### src/hdl/port_seq_pkg.sv
package port_seq_pkg;

    // Time base
    localparam int unsigned CLK_KHZ       = 250000;

    // Times in their own units
    localparam int unsigned T_RST_SHORT_MS = 400;
    localparam int unsigned T_RST_LONG_S   = 2;
    localparam int unsigned T_DIS_MAX_S    = 2;
    localparam int unsigned T_DETACH_MS    = 675;
    localparam int unsigned T_DSW_ON_US    = 800;
    localparam int unsigned T_PG_OV_US     = 100;
    localparam int unsigned T_SW_OV_US     = 5;

    // Derived cycle counts
    localparam int unsigned C_RST_SHORT = T_RST_SHORT_MS * CLK_KHZ;
    localparam int unsigned C_RST_LONG  = T_RST_LONG_S * CLK_KHZ * 1000;
    localparam int unsigned C_DIS_MAX   = T_DIS_MAX_S * CLK_KHZ * 1000;
    localparam int unsigned C_DETACH    = T_DETACH_MS * CLK_KHZ;
    localparam int unsigned C_DSW_ON    = (T_DSW_ON_US * CLK_KHZ + 999) / 1000;
    localparam int unsigned C_PG_OV     = (T_PG_OV_US * CLK_KHZ + 999) / 1000;
    localparam logic [31:0] C_SW_OV     = 32'((T_SW_OV_US * CLK_KHZ + 999) / 1000);

    // Charging mode encoding
    localparam logic [1:0] MODE_STD = 2'h0;  // Standard downstream port
    localparam logic [1:0] MODE_CDN = 2'h1;  // Charging downstream port
    localparam logic [1:0] MODE_DED = 2'h2;  // Dedicated charging port

    // Bit positions inside the synchroniser vector
    localparam int IN_EN   = 0;
    localparam int IN_POR  = 1;
    localparam int IN_FB   = 2;
    localparam int IN_SAFE = 3;
    localparam int IN_OT   = 4;
    localparam int IN_RD1  = 5;
    localparam int IN_RD2  = 6;
    localparam int IN_OV1  = 7;
    localparam int IN_OV2  = 8;
    localparam int IN_DSP  = 9;
    localparam int IN_DSM  = 10;
    localparam int IN_M0   = 11;
    localparam int IN_W    = 13;

    // Value of the input-fill counter once synchronisers hold real data
    localparam logic [1:0] FILL_DONE = 2'h3;

    // VBUS reset sequencer
    typedef enum logic [1:0] {
        RS_IDLE  = 2'b00,
        RS_DISCH = 2'b01,
        RS_HOLD  = 2'b11
    } rs_state_type;

    // Type-C port state
    typedef enum logic [1:0] {
        TC_UNATT  = 2'b00,
        TC_ATT    = 2'b01,
        TC_DETACH = 2'b11,
        TC_OV     = 2'b10
    } tc_state_type;

    // All state of the sequencer
    typedef struct packed {
        logic [IN_W-1:0] s1;
        logic [IN_W-1:0] s2;
        logic [1:0]      fill;
        logic [1:0]      mode_prev;
        rs_state_type    rs;
        logic [31:0]     rs_tmr;
        logic [31:0]     rs_len;
        tc_state_type    tc;
        logic            tc_sel;
        logic [31:0]     tc_tmr;
        logic            sw_blk;
        logic [31:0]     sw_tmr;
        logic            pg_blk;
        logic [31:0]     pg_tmr;
        logic            por_rdy;
        logic [31:0]     por_tmr;
        logic            conv_en;
        logic            ss_pull;
        logic            vbus_dis;
        logic            pwr_ok;
        logic            dsw_on;
        logic            gate_on;
        logic            cc1_pu;
        logic            cc2_pu;
    } seq_state_type;

endpackage

### src/hdl/usb_port_power_sequencer.sv
// Summary of operation
// - Over-temperature stops switching, restarts with soft-start
// - Mode change activates reset discharge pin
// - Reset: converter off, discharge, then restart
// - Discharge phase bounded by 2 s timeout
// - Reset lasts 400 ms or 2 s
// - Power-ok rising edge starts 400 ms reset
// - Standard or charging-downstream mode closes switch
// - Switch closes 800 us after bias POR
// - Switch opens when bias drops to POR
// - Data over-voltage: switch 5 us, power-ok 100 us
// - Recovery: power-ok 100 us, switch 5 us
// - Power-ok rise after data fault resets VBUS
// - Downstream only; attach on either CC line
// - Attach turns on VBUS gate within 150 ms
// - Detach opens CC, waits vSafe0V, re-pulls up
// - Detach wait capped at 675 ms
// - CC over-voltage drops power-ok and gate
// - CC over-voltage discharges VBUS within 35 ms
// - CC fault removal restores power-ok, awaits attach
// - Any protection holds power-ok low
module usb_port_power_sequencer #(
    parameter int unsigned C_RST_SHORT = port_seq_pkg::C_RST_SHORT,
    parameter int unsigned C_RST_LONG  = port_seq_pkg::C_RST_LONG,
    parameter int unsigned C_DIS_MAX   = port_seq_pkg::C_DIS_MAX,
    parameter int unsigned C_DETACH    = port_seq_pkg::C_DETACH,
    parameter int unsigned C_DSW_ON    = port_seq_pkg::C_DSW_ON,
    parameter int unsigned C_PG_OV     = port_seq_pkg::C_PG_OV
) (
    input  wire logic       clk_sys,
    input  wire logic       rst,
    input  wire logic       enable,
    input  wire logic       bias_por_ok,
    input  wire logic       power_ok_rise_threshold,
    input  wire logic       vbus_sense_pin,
    input  wire logic       over_temp,
    input  wire logic       cc1_sink_seen,
    input  wire logic       cc2_sink_seen,
    input  wire logic       cc1_over_volt,
    input  wire logic       cc2_over_volt,
    input  wire logic       data_side_plus,
    input  wire logic       data_side_minus,
    input  wire logic [1:0] charging_mode_select,
    output logic            converter_on,
    output logic            reset_discharge,
    output logic            vbus_discharge,
    output logic            power_ok_output,
    output logic            data_switch_on,
    output logic            vbus_gate_on,
    output logic            cc1_pullup_on,
    output logic            cc2_pullup_on
);

    // Whole state and its next value
    port_seq_pkg::seq_state_type st_r;
    port_seq_pkg::seq_state_type st_nxt;

    // Raw pins gathered for the synchroniser
    logic [port_seq_pkg::IN_W-1:0] pins;

    // Synchronised views, all from the second stage
    logic       en_s;
    logic       por_s;
    logic       fb_s;
    logic       safe_s;
    logic       ot_s;
    logic       rd1_s;
    logic       rd2_s;
    logic       ccov_s;
    logic       dsov_s;
    logic [1:0] mode_s;

    // Combinational helpers
    logic       rd_sel;     // Sink still seen on the attached line
    logic       pg_want;    // Power-ok level before registering
    logic       rs_go;      // Start a VBUS reset this cycle
    logic [31:0] rs_len_go; // Length of that reset
    logic       mode_chg;   // Charging mode changed

    assign pins = {charging_mode_select, data_side_minus, data_side_plus,
                   cc2_over_volt, cc1_over_volt, cc2_sink_seen, cc1_sink_seen,
                   over_temp, vbus_sense_pin, power_ok_rise_threshold,
                   bias_por_ok, enable};

    assign en_s   = st_r.s2[port_seq_pkg::IN_EN];
    assign por_s  = st_r.s2[port_seq_pkg::IN_POR];
    assign fb_s   = st_r.s2[port_seq_pkg::IN_FB];
    assign safe_s = st_r.s2[port_seq_pkg::IN_SAFE];
    assign ot_s   = st_r.s2[port_seq_pkg::IN_OT];
    assign rd1_s  = st_r.s2[port_seq_pkg::IN_RD1];
    assign rd2_s  = st_r.s2[port_seq_pkg::IN_RD2];
    assign ccov_s = st_r.s2[port_seq_pkg::IN_OV1] | st_r.s2[port_seq_pkg::IN_OV2];
    assign dsov_s = st_r.s2[port_seq_pkg::IN_DSP] | st_r.s2[port_seq_pkg::IN_DSM];
    assign mode_s = st_r.s2[port_seq_pkg::IN_M0 +: 2];

    // Next-state logic for the whole sequencer
    always_comb begin
        st_nxt = st_r;

        // Two-stage synchroniser; first stage feeds only the second
        st_nxt.s1 = pins;
        st_nxt.s2 = st_r.s1;
        if (st_r.fill != port_seq_pkg::FILL_DONE) begin
            st_nxt.fill = st_r.fill + 2'h1;
        end

        // Mode changes only count once the synchroniser holds real data
        mode_chg = (st_r.fill == port_seq_pkg::FILL_DONE) && (mode_s != st_r.mode_prev);
        if (st_r.fill != port_seq_pkg::FILL_DONE) begin
            st_nxt.mode_prev = mode_s;
        end else if (mode_chg) begin
            st_nxt.mode_prev = mode_s;
        end

        // Data-line fault, fast path to the switch: follows the fault after 5 us
        if (dsov_s != st_r.sw_blk) begin
            if (st_r.sw_tmr >= port_seq_pkg::C_SW_OV - 32'h1) begin
                st_nxt.sw_blk = dsov_s;
                st_nxt.sw_tmr = '0;
            end else begin
                st_nxt.sw_tmr = st_r.sw_tmr + 32'h1;
            end
        end else begin
            st_nxt.sw_tmr = '0;
        end

        // Data-line fault, slow path to power-ok: follows after 100 us
        if (dsov_s != st_r.pg_blk) begin
            if (st_r.pg_tmr >= 32'(C_PG_OV) - 32'h1) begin
                st_nxt.pg_blk = dsov_s;
                st_nxt.pg_tmr = '0;
            end else begin
                st_nxt.pg_tmr = st_r.pg_tmr + 32'h1;
            end
        end else begin
            st_nxt.pg_tmr = '0;
        end

        // Bias supply: delay before closing, immediate open on loss
        if (!por_s) begin
            st_nxt.por_rdy = 1'b0;
            st_nxt.por_tmr = '0;
        end else if (!st_r.por_rdy) begin
            if (st_r.por_tmr >= 32'(C_DSW_ON) - 32'h1) begin
                st_nxt.por_rdy = 1'b1;
            end else begin
                st_nxt.por_tmr = st_r.por_tmr + 32'h1;
            end
        end

        // Any protection pulls power-ok low; regulation gives it the high level
        pg_want = fb_s && !ot_s && !st_r.pg_blk && (st_r.tc != port_seq_pkg::TC_OV)
                  && !ccov_s;
        st_nxt.pwr_ok = pg_want;

        // Reset triggers: mode change or power-ok rising edge
        rs_go     = 1'b0;
        rs_len_go = st_r.rs_len;
        if (mode_chg) begin
            rs_go = 1'b1;
            // Leaving dedicated mode is the short case, every other change the long one
            if (st_r.mode_prev == port_seq_pkg::MODE_DED) begin
                rs_len_go = 32'(C_RST_SHORT);
            end else begin
                rs_len_go = 32'(C_RST_LONG);
            end
        end else if (pg_want && !st_r.pwr_ok) begin
            rs_go     = 1'b1;
            rs_len_go = 32'(C_RST_SHORT);
        end

        // VBUS reset sequencer; a new trigger restarts the full length
        if (rs_go) begin
            st_nxt.rs     = port_seq_pkg::RS_DISCH;
            st_nxt.rs_tmr = '0;
            st_nxt.rs_len = rs_len_go;
        end else begin
            unique case (st_r.rs)
                port_seq_pkg::RS_IDLE: begin
                    st_nxt.rs_tmr = '0;
                end
                port_seq_pkg::RS_DISCH: begin
                    st_nxt.rs_tmr = st_r.rs_tmr + 32'h1;
                    // Stop discharging at vSafe0V or when the timeout runs out
                    if (safe_s || st_r.rs_tmr >= 32'(C_DIS_MAX) - 32'h1) begin
                        st_nxt.rs = port_seq_pkg::RS_HOLD;
                    end
                    if (st_r.rs_tmr >= st_r.rs_len - 32'h1) begin
                        st_nxt.rs = port_seq_pkg::RS_IDLE;
                    end
                end
                port_seq_pkg::RS_HOLD: begin
                    st_nxt.rs_tmr = st_r.rs_tmr + 32'h1;
                    if (st_r.rs_tmr >= st_r.rs_len - 32'h1) begin
                        st_nxt.rs = port_seq_pkg::RS_IDLE;
                    end
                end
                default: begin
                    st_nxt.rs = port_seq_pkg::RS_IDLE;
                end
            endcase
        end

        // Type-C port; CC over-voltage overrides every other state
        rd_sel = st_r.tc_sel ? rd2_s : rd1_s;
        if (ccov_s) begin
            st_nxt.tc     = port_seq_pkg::TC_OV;
            st_nxt.tc_tmr = '0;
        end else begin
            unique case (st_r.tc)
                port_seq_pkg::TC_UNATT: begin
                    st_nxt.tc_tmr = '0;
                    if (rd1_s || rd2_s) begin
                        st_nxt.tc     = port_seq_pkg::TC_ATT;
                        st_nxt.tc_sel = !rd1_s;
                    end
                end
                port_seq_pkg::TC_ATT: begin
                    if (!rd_sel) begin
                        st_nxt.tc = port_seq_pkg::TC_DETACH;
                    end
                end
                port_seq_pkg::TC_DETACH: begin
                    st_nxt.tc_tmr = st_r.tc_tmr + 32'h1;
                    // Re-pull at vSafe0V, or by force once the wait runs out
                    if (safe_s || st_r.tc_tmr >= 32'(C_DETACH) - 32'h1) begin
                        st_nxt.tc = port_seq_pkg::TC_UNATT;
                    end
                end
                port_seq_pkg::TC_OV: begin
                    st_nxt.tc = port_seq_pkg::TC_UNATT;
                end
                default: begin
                    st_nxt.tc = port_seq_pkg::TC_UNATT;
                end
            endcase
        end

        // Gate follows the attached state, off at once on any CC fault
        st_nxt.gate_on = (st_nxt.tc == port_seq_pkg::TC_ATT);

        // Only the attached line goes open during detach; both pull up otherwise
        st_nxt.cc1_pu = !(st_nxt.tc == port_seq_pkg::TC_DETACH && !st_nxt.tc_sel);
        st_nxt.cc2_pu = !(st_nxt.tc == port_seq_pkg::TC_DETACH && st_nxt.tc_sel);

        // Soft-start node held low during reset discharge and over-temperature
        st_nxt.ss_pull = (st_nxt.rs == port_seq_pkg::RS_DISCH) || ot_s;

        // Converter runs only when enabled, cool and outside a reset
        st_nxt.conv_en = en_s && !ot_s && (st_nxt.rs == port_seq_pkg::RS_IDLE);

        // VBUS discharge for reset, detach wait and CC fault
        st_nxt.vbus_dis = (st_nxt.rs == port_seq_pkg::RS_DISCH)
                          || (st_nxt.tc == port_seq_pkg::TC_DETACH)
                          || (st_nxt.tc == port_seq_pkg::TC_OV);

        // Data switch: bias ready, pass-through mode, no data fault
        st_nxt.dsw_on = st_nxt.por_rdy && !st_nxt.sw_blk
                        && (mode_s == port_seq_pkg::MODE_STD
                            || mode_s == port_seq_pkg::MODE_CDN);
    end

    // One register stage for all state; reset leaves everything off except both CC pull-ups, which come up on
    always_ff @(posedge clk_sys) begin
        if (rst) begin
            st_r <= '{
                rs:      port_seq_pkg::RS_IDLE,
                tc:      port_seq_pkg::TC_UNATT,
                cc1_pu:  1'b1,
                cc2_pu:  1'b1,
                default: '0
            };
        end else begin
            st_r <= st_nxt;
        end
    end

    // Outputs come straight from the state register
    assign converter_on    = st_r.conv_en;
    assign reset_discharge = st_r.ss_pull;
    assign vbus_discharge  = st_r.vbus_dis;
    assign power_ok_output = st_r.pwr_ok;
    assign data_switch_on  = st_r.dsw_on;
    assign vbus_gate_on    = st_r.gate_on;
    assign cc1_pullup_on   = st_r.cc1_pu;
    assign cc2_pullup_on   = st_r.cc2_pu;

endmodule

### config.mk
export PLATFORM = sky130hd
export DESIGN_NAME = usb_port_power_sequencer
export DESIGN_NICKNAME = d
export VERILOG_FILES = /design/src/hdl/port_seq_pkg.sv /design/src/hdl/usb_port_power_sequencer.sv
export SDC_FILE = /design/constraint.sdc
export NUM_CORES = 1
export LEC_CHECK = 0
export BUFFER_PORTS_ARGS = -buffer_cell sky130_fd_sc_hd__buf_4
export CAP_MARGIN = 25
export CORE_UTILIZATION = 63
export DETAILED_ROUTE_END_ITERATION = 6
export MAX_ROUTING_LAYER = met4
export PLACE_DENSITY_LB_ADDON = 0.3
export SLEW_MARGIN = 20
export SYNTH_ARGS = -nofsm -noshare
export SYNTH_HDL_FRONTEND = slang
export SYNTH_SLANG_ARGS = --single-unit
### constraint.sdc
create_clock -name clk_sys -period 4 [get_ports clk_sys]
set_input_delay 0.6 -clock clk_sys [delete_from_list [all_inputs] [get_ports clk_sys]]
set_output_delay 0.6 -clock clk_sys [all_outputs]
set_load 0.05 [all_outputs]
==> flow_results.org <==
** CTS
- Once the clock tree was built, the setup fixing pass inserted 0 buffers.
- # clock sinks :: about 210
- CTS tree :: done
- The tree is rooted in a clkbuf_16.
- The number of hold buffers added after CTS was 0.
- In this run the deepest clock path goes through 3 buffers.
- In this run, post-CTS repair resized a total of 0 instances.
- Clock-pin slew on the worst setup and hold paths :: about 0.06 ns
- # H-tree levels :: 1
- Clock buffers created by TritonCTS :: 22
- Clock network latency to the later pin of the worst-skew pair :: around 0.5 ns

** Synth
- Of the post-synthesis cell area, the dominant cell type holds 48.3%.
- Synthesis produced a netlist whose cell count is 938.
- Among all flip-flop cells after synthesis, the most frequent one is dfxtp_1.
- A synthesized cell averages 9.24 µm².
- After synthesis, flip-flops and latches occupy 48.3% of the total area.
- Post-synth EDFFs :: 0
- Number of flip-flops and latches in the synthesized netlist :: 209
- Top post-synthesis cells by count :: dfxtp_1 (209), nor2_1 (120), nand2_1 (71), nand3_1 (50), a21oi_1 (47)
- For this run, the number of Yosys warnings is 0.
- The synthesized netlist contains 64 unique library cells.
- Area of the mapped netlist :: 8660 µm²
- Synth area leader :: dfxtp_1
- Async SR Flop Fraction :: 0%
- The most common cell in the synthesized netlist is dfxtp_1.
- Top cells by area in the synthesized netlist :: dfxtp_1 (48%), ha_1 (5.8%), nor2_1 (5.2%), xor2_1 (3.7%), nand2_1 (3.1%)

** Final layout
- In the final layout, the share of cells above drive strength 1 is 8.60%.
- Area Growth Syn to Fin :: 13.1%
- The number of antenna diodes in the final layout is 0.
- In the final design database the tool counted between 1000 and 1500 nets.
- Final core utilization :: 73.4%

** Route
- For this block, the initial DRC count from the detailed router was 444.
- Post-route ant nets :: 0
- In the routed layout, each cell is associated on average with a via count of 5.61.
- Summed over all layers, the routed wires come to 16.4 mm.
- Average wire per cell in the routed design :: 13.8 µm
- In the routed design, unresolved DRC markers number 0.
- The first TritonRoute pass finished after 6 iterations.
- Across all layers, the routed design uses about 6700 vias.

** Timing
- Number of hold violations in the final report :: 0
- Fin Clk Skew :: approximately 0.012 ns
- Remaining max-slew budget at the tightest pin :: 36.3%
- For the pin with the worst max-slew slack, the measured transition is between 0.9 and 1 ns.
- For this run, the top clock speed supported by timing is 306 MHz.
- Shortest period the worst path allows :: 3.27 ns
- The worst path uses 81.7% of the clock period.
- Final number of max-transition violations :: 0
- RSZ-0062 raised after global routing :: false
- Final setup violation count :: 0
- Across all setup checks in the final design, the least slack found is between 0.7 and 0.8 ns.
- Final TNS setup :: 0 ns

** Worst setup path
- STA classifies the critical path endpoint as a register.
- Number of cells on the worst reg-to-reg path :: 12
- Counting buffers and inverters, the worst setup path is 12 cells deep.
- Critical Path RT :: roughly 4.4 ns
- Most used cell along the critical path :: a21oi_1
- On the critical path, the stage with the largest delay is an instance of nor3_1.
- Along the worst path, the maximum fanout reaches 10.
- On the worst path, the slowest cell contributes a delay of just over 0.5 ns.
- The critical path is of the reg -> reg type.
- Worst setup SP type :: register
- Crit path buf inv count :: 2
- The signal on the critical path passes through inv_1 > ha_1 > inv_1 > nor3_1 > a21oi_1 > ha_1 > a211o_1 > a21oi_1 > a21oi_1 > o311ai_0 > nand4_1 > a311oi_1.
- Largest delay share family, worst path :: compound AO/OA/AOI/OAI gates
- Data arrives at the worst endpoint at 3.67 ns.

** Floorplanning
- The region available for standard cell placement spans 13300 µm².
- In this run the core area contains 42 standard-cell rows.
- Floorplan die area :: 14200 µm²
- Starting utilization of the core area :: 64.9%
- During I/O placement, the number of pins put on the boundary was 23.
- Die boundary width :: 119 µm
- Die height :: 119 µm

** Power and ir drop
- PD cells :: 447 nW/µm²
- Total leakage power :: 3.72 nW
- VDD sags by at most 0.000359 V.

** GRT
- The number of antenna violations at the first check in global routing came to 0.
- The number of global-route vias before repair is between 6000 and 7000.
- The first global-routing pass estimated 27.5 mm of wire.
- Total congestion overflow after global routing :: 0
- Entering global routing, the biggest net connects 49 pins.
- Global routing consumed, over all layers together, 23.9% of the routing resources.

** Place
- Post-placement worst setup slack :: ~0.8 ns
- Gpl congestion :: 0.893
- Port buffer count :: 22
- Detailed placement ended at an HPWL of 10.7 mm.

** Worst hold path
- Counting instances, the worst hold path has a depth of 2.
- The path class of the tightest hold or removal check is in -> reg.

** Job
- Total of max-cap violations :: 0

** Outcome
- The flow ran to the end, and the final reports show no timing, DRC or antenna violations.
[worst paths after layout]
kind                            slack, ns     startpoint             end
worst min register to register       0.44    st_nxt[219]       st_r[219]
worst min-delay path                 0.31  cc1_over_volt     st_nxt[219]
worst max register to register       0.73      st_r[168]  vbus_discharge
worst max-delay path                 0.73      st_r[168]  vbus_discharge
[kinds of logic after synthesis]
family	synth area share [%]
simple gates	25.3
other cells	0.0433
xor+xnor	6.37
mux	2.60
flops	48.3
compound gates	8.97
fa+ha+maj	5.78
buf+inv	2.61
[where the power goes]
part,internal (mW),total [mW],switching [mW]
Clock,1.16,1.95,0.789
Sequential,2.13,2.16,0.0285
Combinational,0.0998,0.266,0.167
Total,3.40,4.38,0.984
[per-stage QoR]
stage	cells	total power, mW	cell area [µm²]	hold WS (ns)
after global placement	1151	2.46	9090	0.418
after global routing	1188	4.55	9800	0.311
after detailed placement	1151	2.47	9090	0.424
final	1188	4.38	9800	0.306
after floorplan	975	2.40	8800	0.414
after CTS	1188	4.42	9800	0.299
[layer usage]
metal | vias to the layer above | GRT usage, % | routed length, µm
met5 | - | - | 0
met4 | 0 | 6.80 | 402
met3 | 37 | 3.59 | 678
met2 | 138 | 39.0 | 7780
met1 | 3123 | 30.8 | 7530
li1 | 3369 | - | -
[cells in the final DEF (no fill, tap or decap), types with 3 or more instances in the layout]
| cell type | synthesis | layout |
|---|---|---|
| mux2_2 | 12 | 12 |
| o21ai_0 | 22 | 22 |
| xor2_1 | 37 | 37 |
| or4_1 | 7 | 7 |
| nor3_1 | 17 | 17 |
| and3_1 | 15 | 15 |
| a31oi_1 | 5 | 5 |
| ha_1 | 40 | 40 |
| clkbuf_16 | 0 | 22 |
| nand3_1 | 50 | 50 |
| and4_1 | 6 | 6 |
| buf_4 | 0 | 26 |
| a211oi_1 | 3 | 3 |
| o311ai_0 | 6 | 6 |
| and2_1 | 20 | 20 |
| or2_2 | 4 | 4 |
| clkinv_2 | 0 | 6 |
| conb_1 | 1 | 38 |
| or3_1 | 17 | 17 |
| clkbuf_8 | 0 | 5 |
| inv_1 | 25 | 25 |
| nor2_1 | 120 | 120 |
| a21oi_1 | 47 | 47 |
| dfxtp_1 | 209 | 209 |
| o211ai_1 | 7 | 7 |
| nor4_1 | 20 | 20 |
| nor4b_1 | 3 | 3 |
| nand4_1 | 28 | 28 |
| o31ai_1 | 3 | 3 |
| nand2b_1 | 4 | 4 |
| xnor2_1 | 26 | 26 |
| o21a_1 | 9 | 9 |
| nand3b_1 | 3 | 3 |
| nor2b_1 | 34 | 34 |
| mux2i_1 | 9 | 9 |
| nand2_1 | 71 | 71 |
[area by class of cell]
cell class | instances | area [µm²]
Multi-Input combinational cell | 715 | 4400
Clock inverter | 9 | 83.8
Sequential cell | 209 | 4180
Timing Repair Buffer | 26 | 195
Tap cell | 176 | 220
Fill cell | 974 | 3550
Clock buffer | 28 | 623
Inverter | 25 | 93.8
[state kept, by name (all words and copies together) (netlist names)]
signal           flops
cc1_pullup_on        1
cc2_pullup_on        1
converter_on         1
data_switch_on       1
en_s                 1
fb_s                 1
mode_s               2
ot_s                 1
por_s                1
power_ok_output      1
rd1_s                1
rd2_s                1
reset_discharge      1
safe_s               1
st_nxt              13
st_r               179
vbus_discharge       1
vbus_gate_on         1
Note: power is estimated with default switching activity, not from simulation.
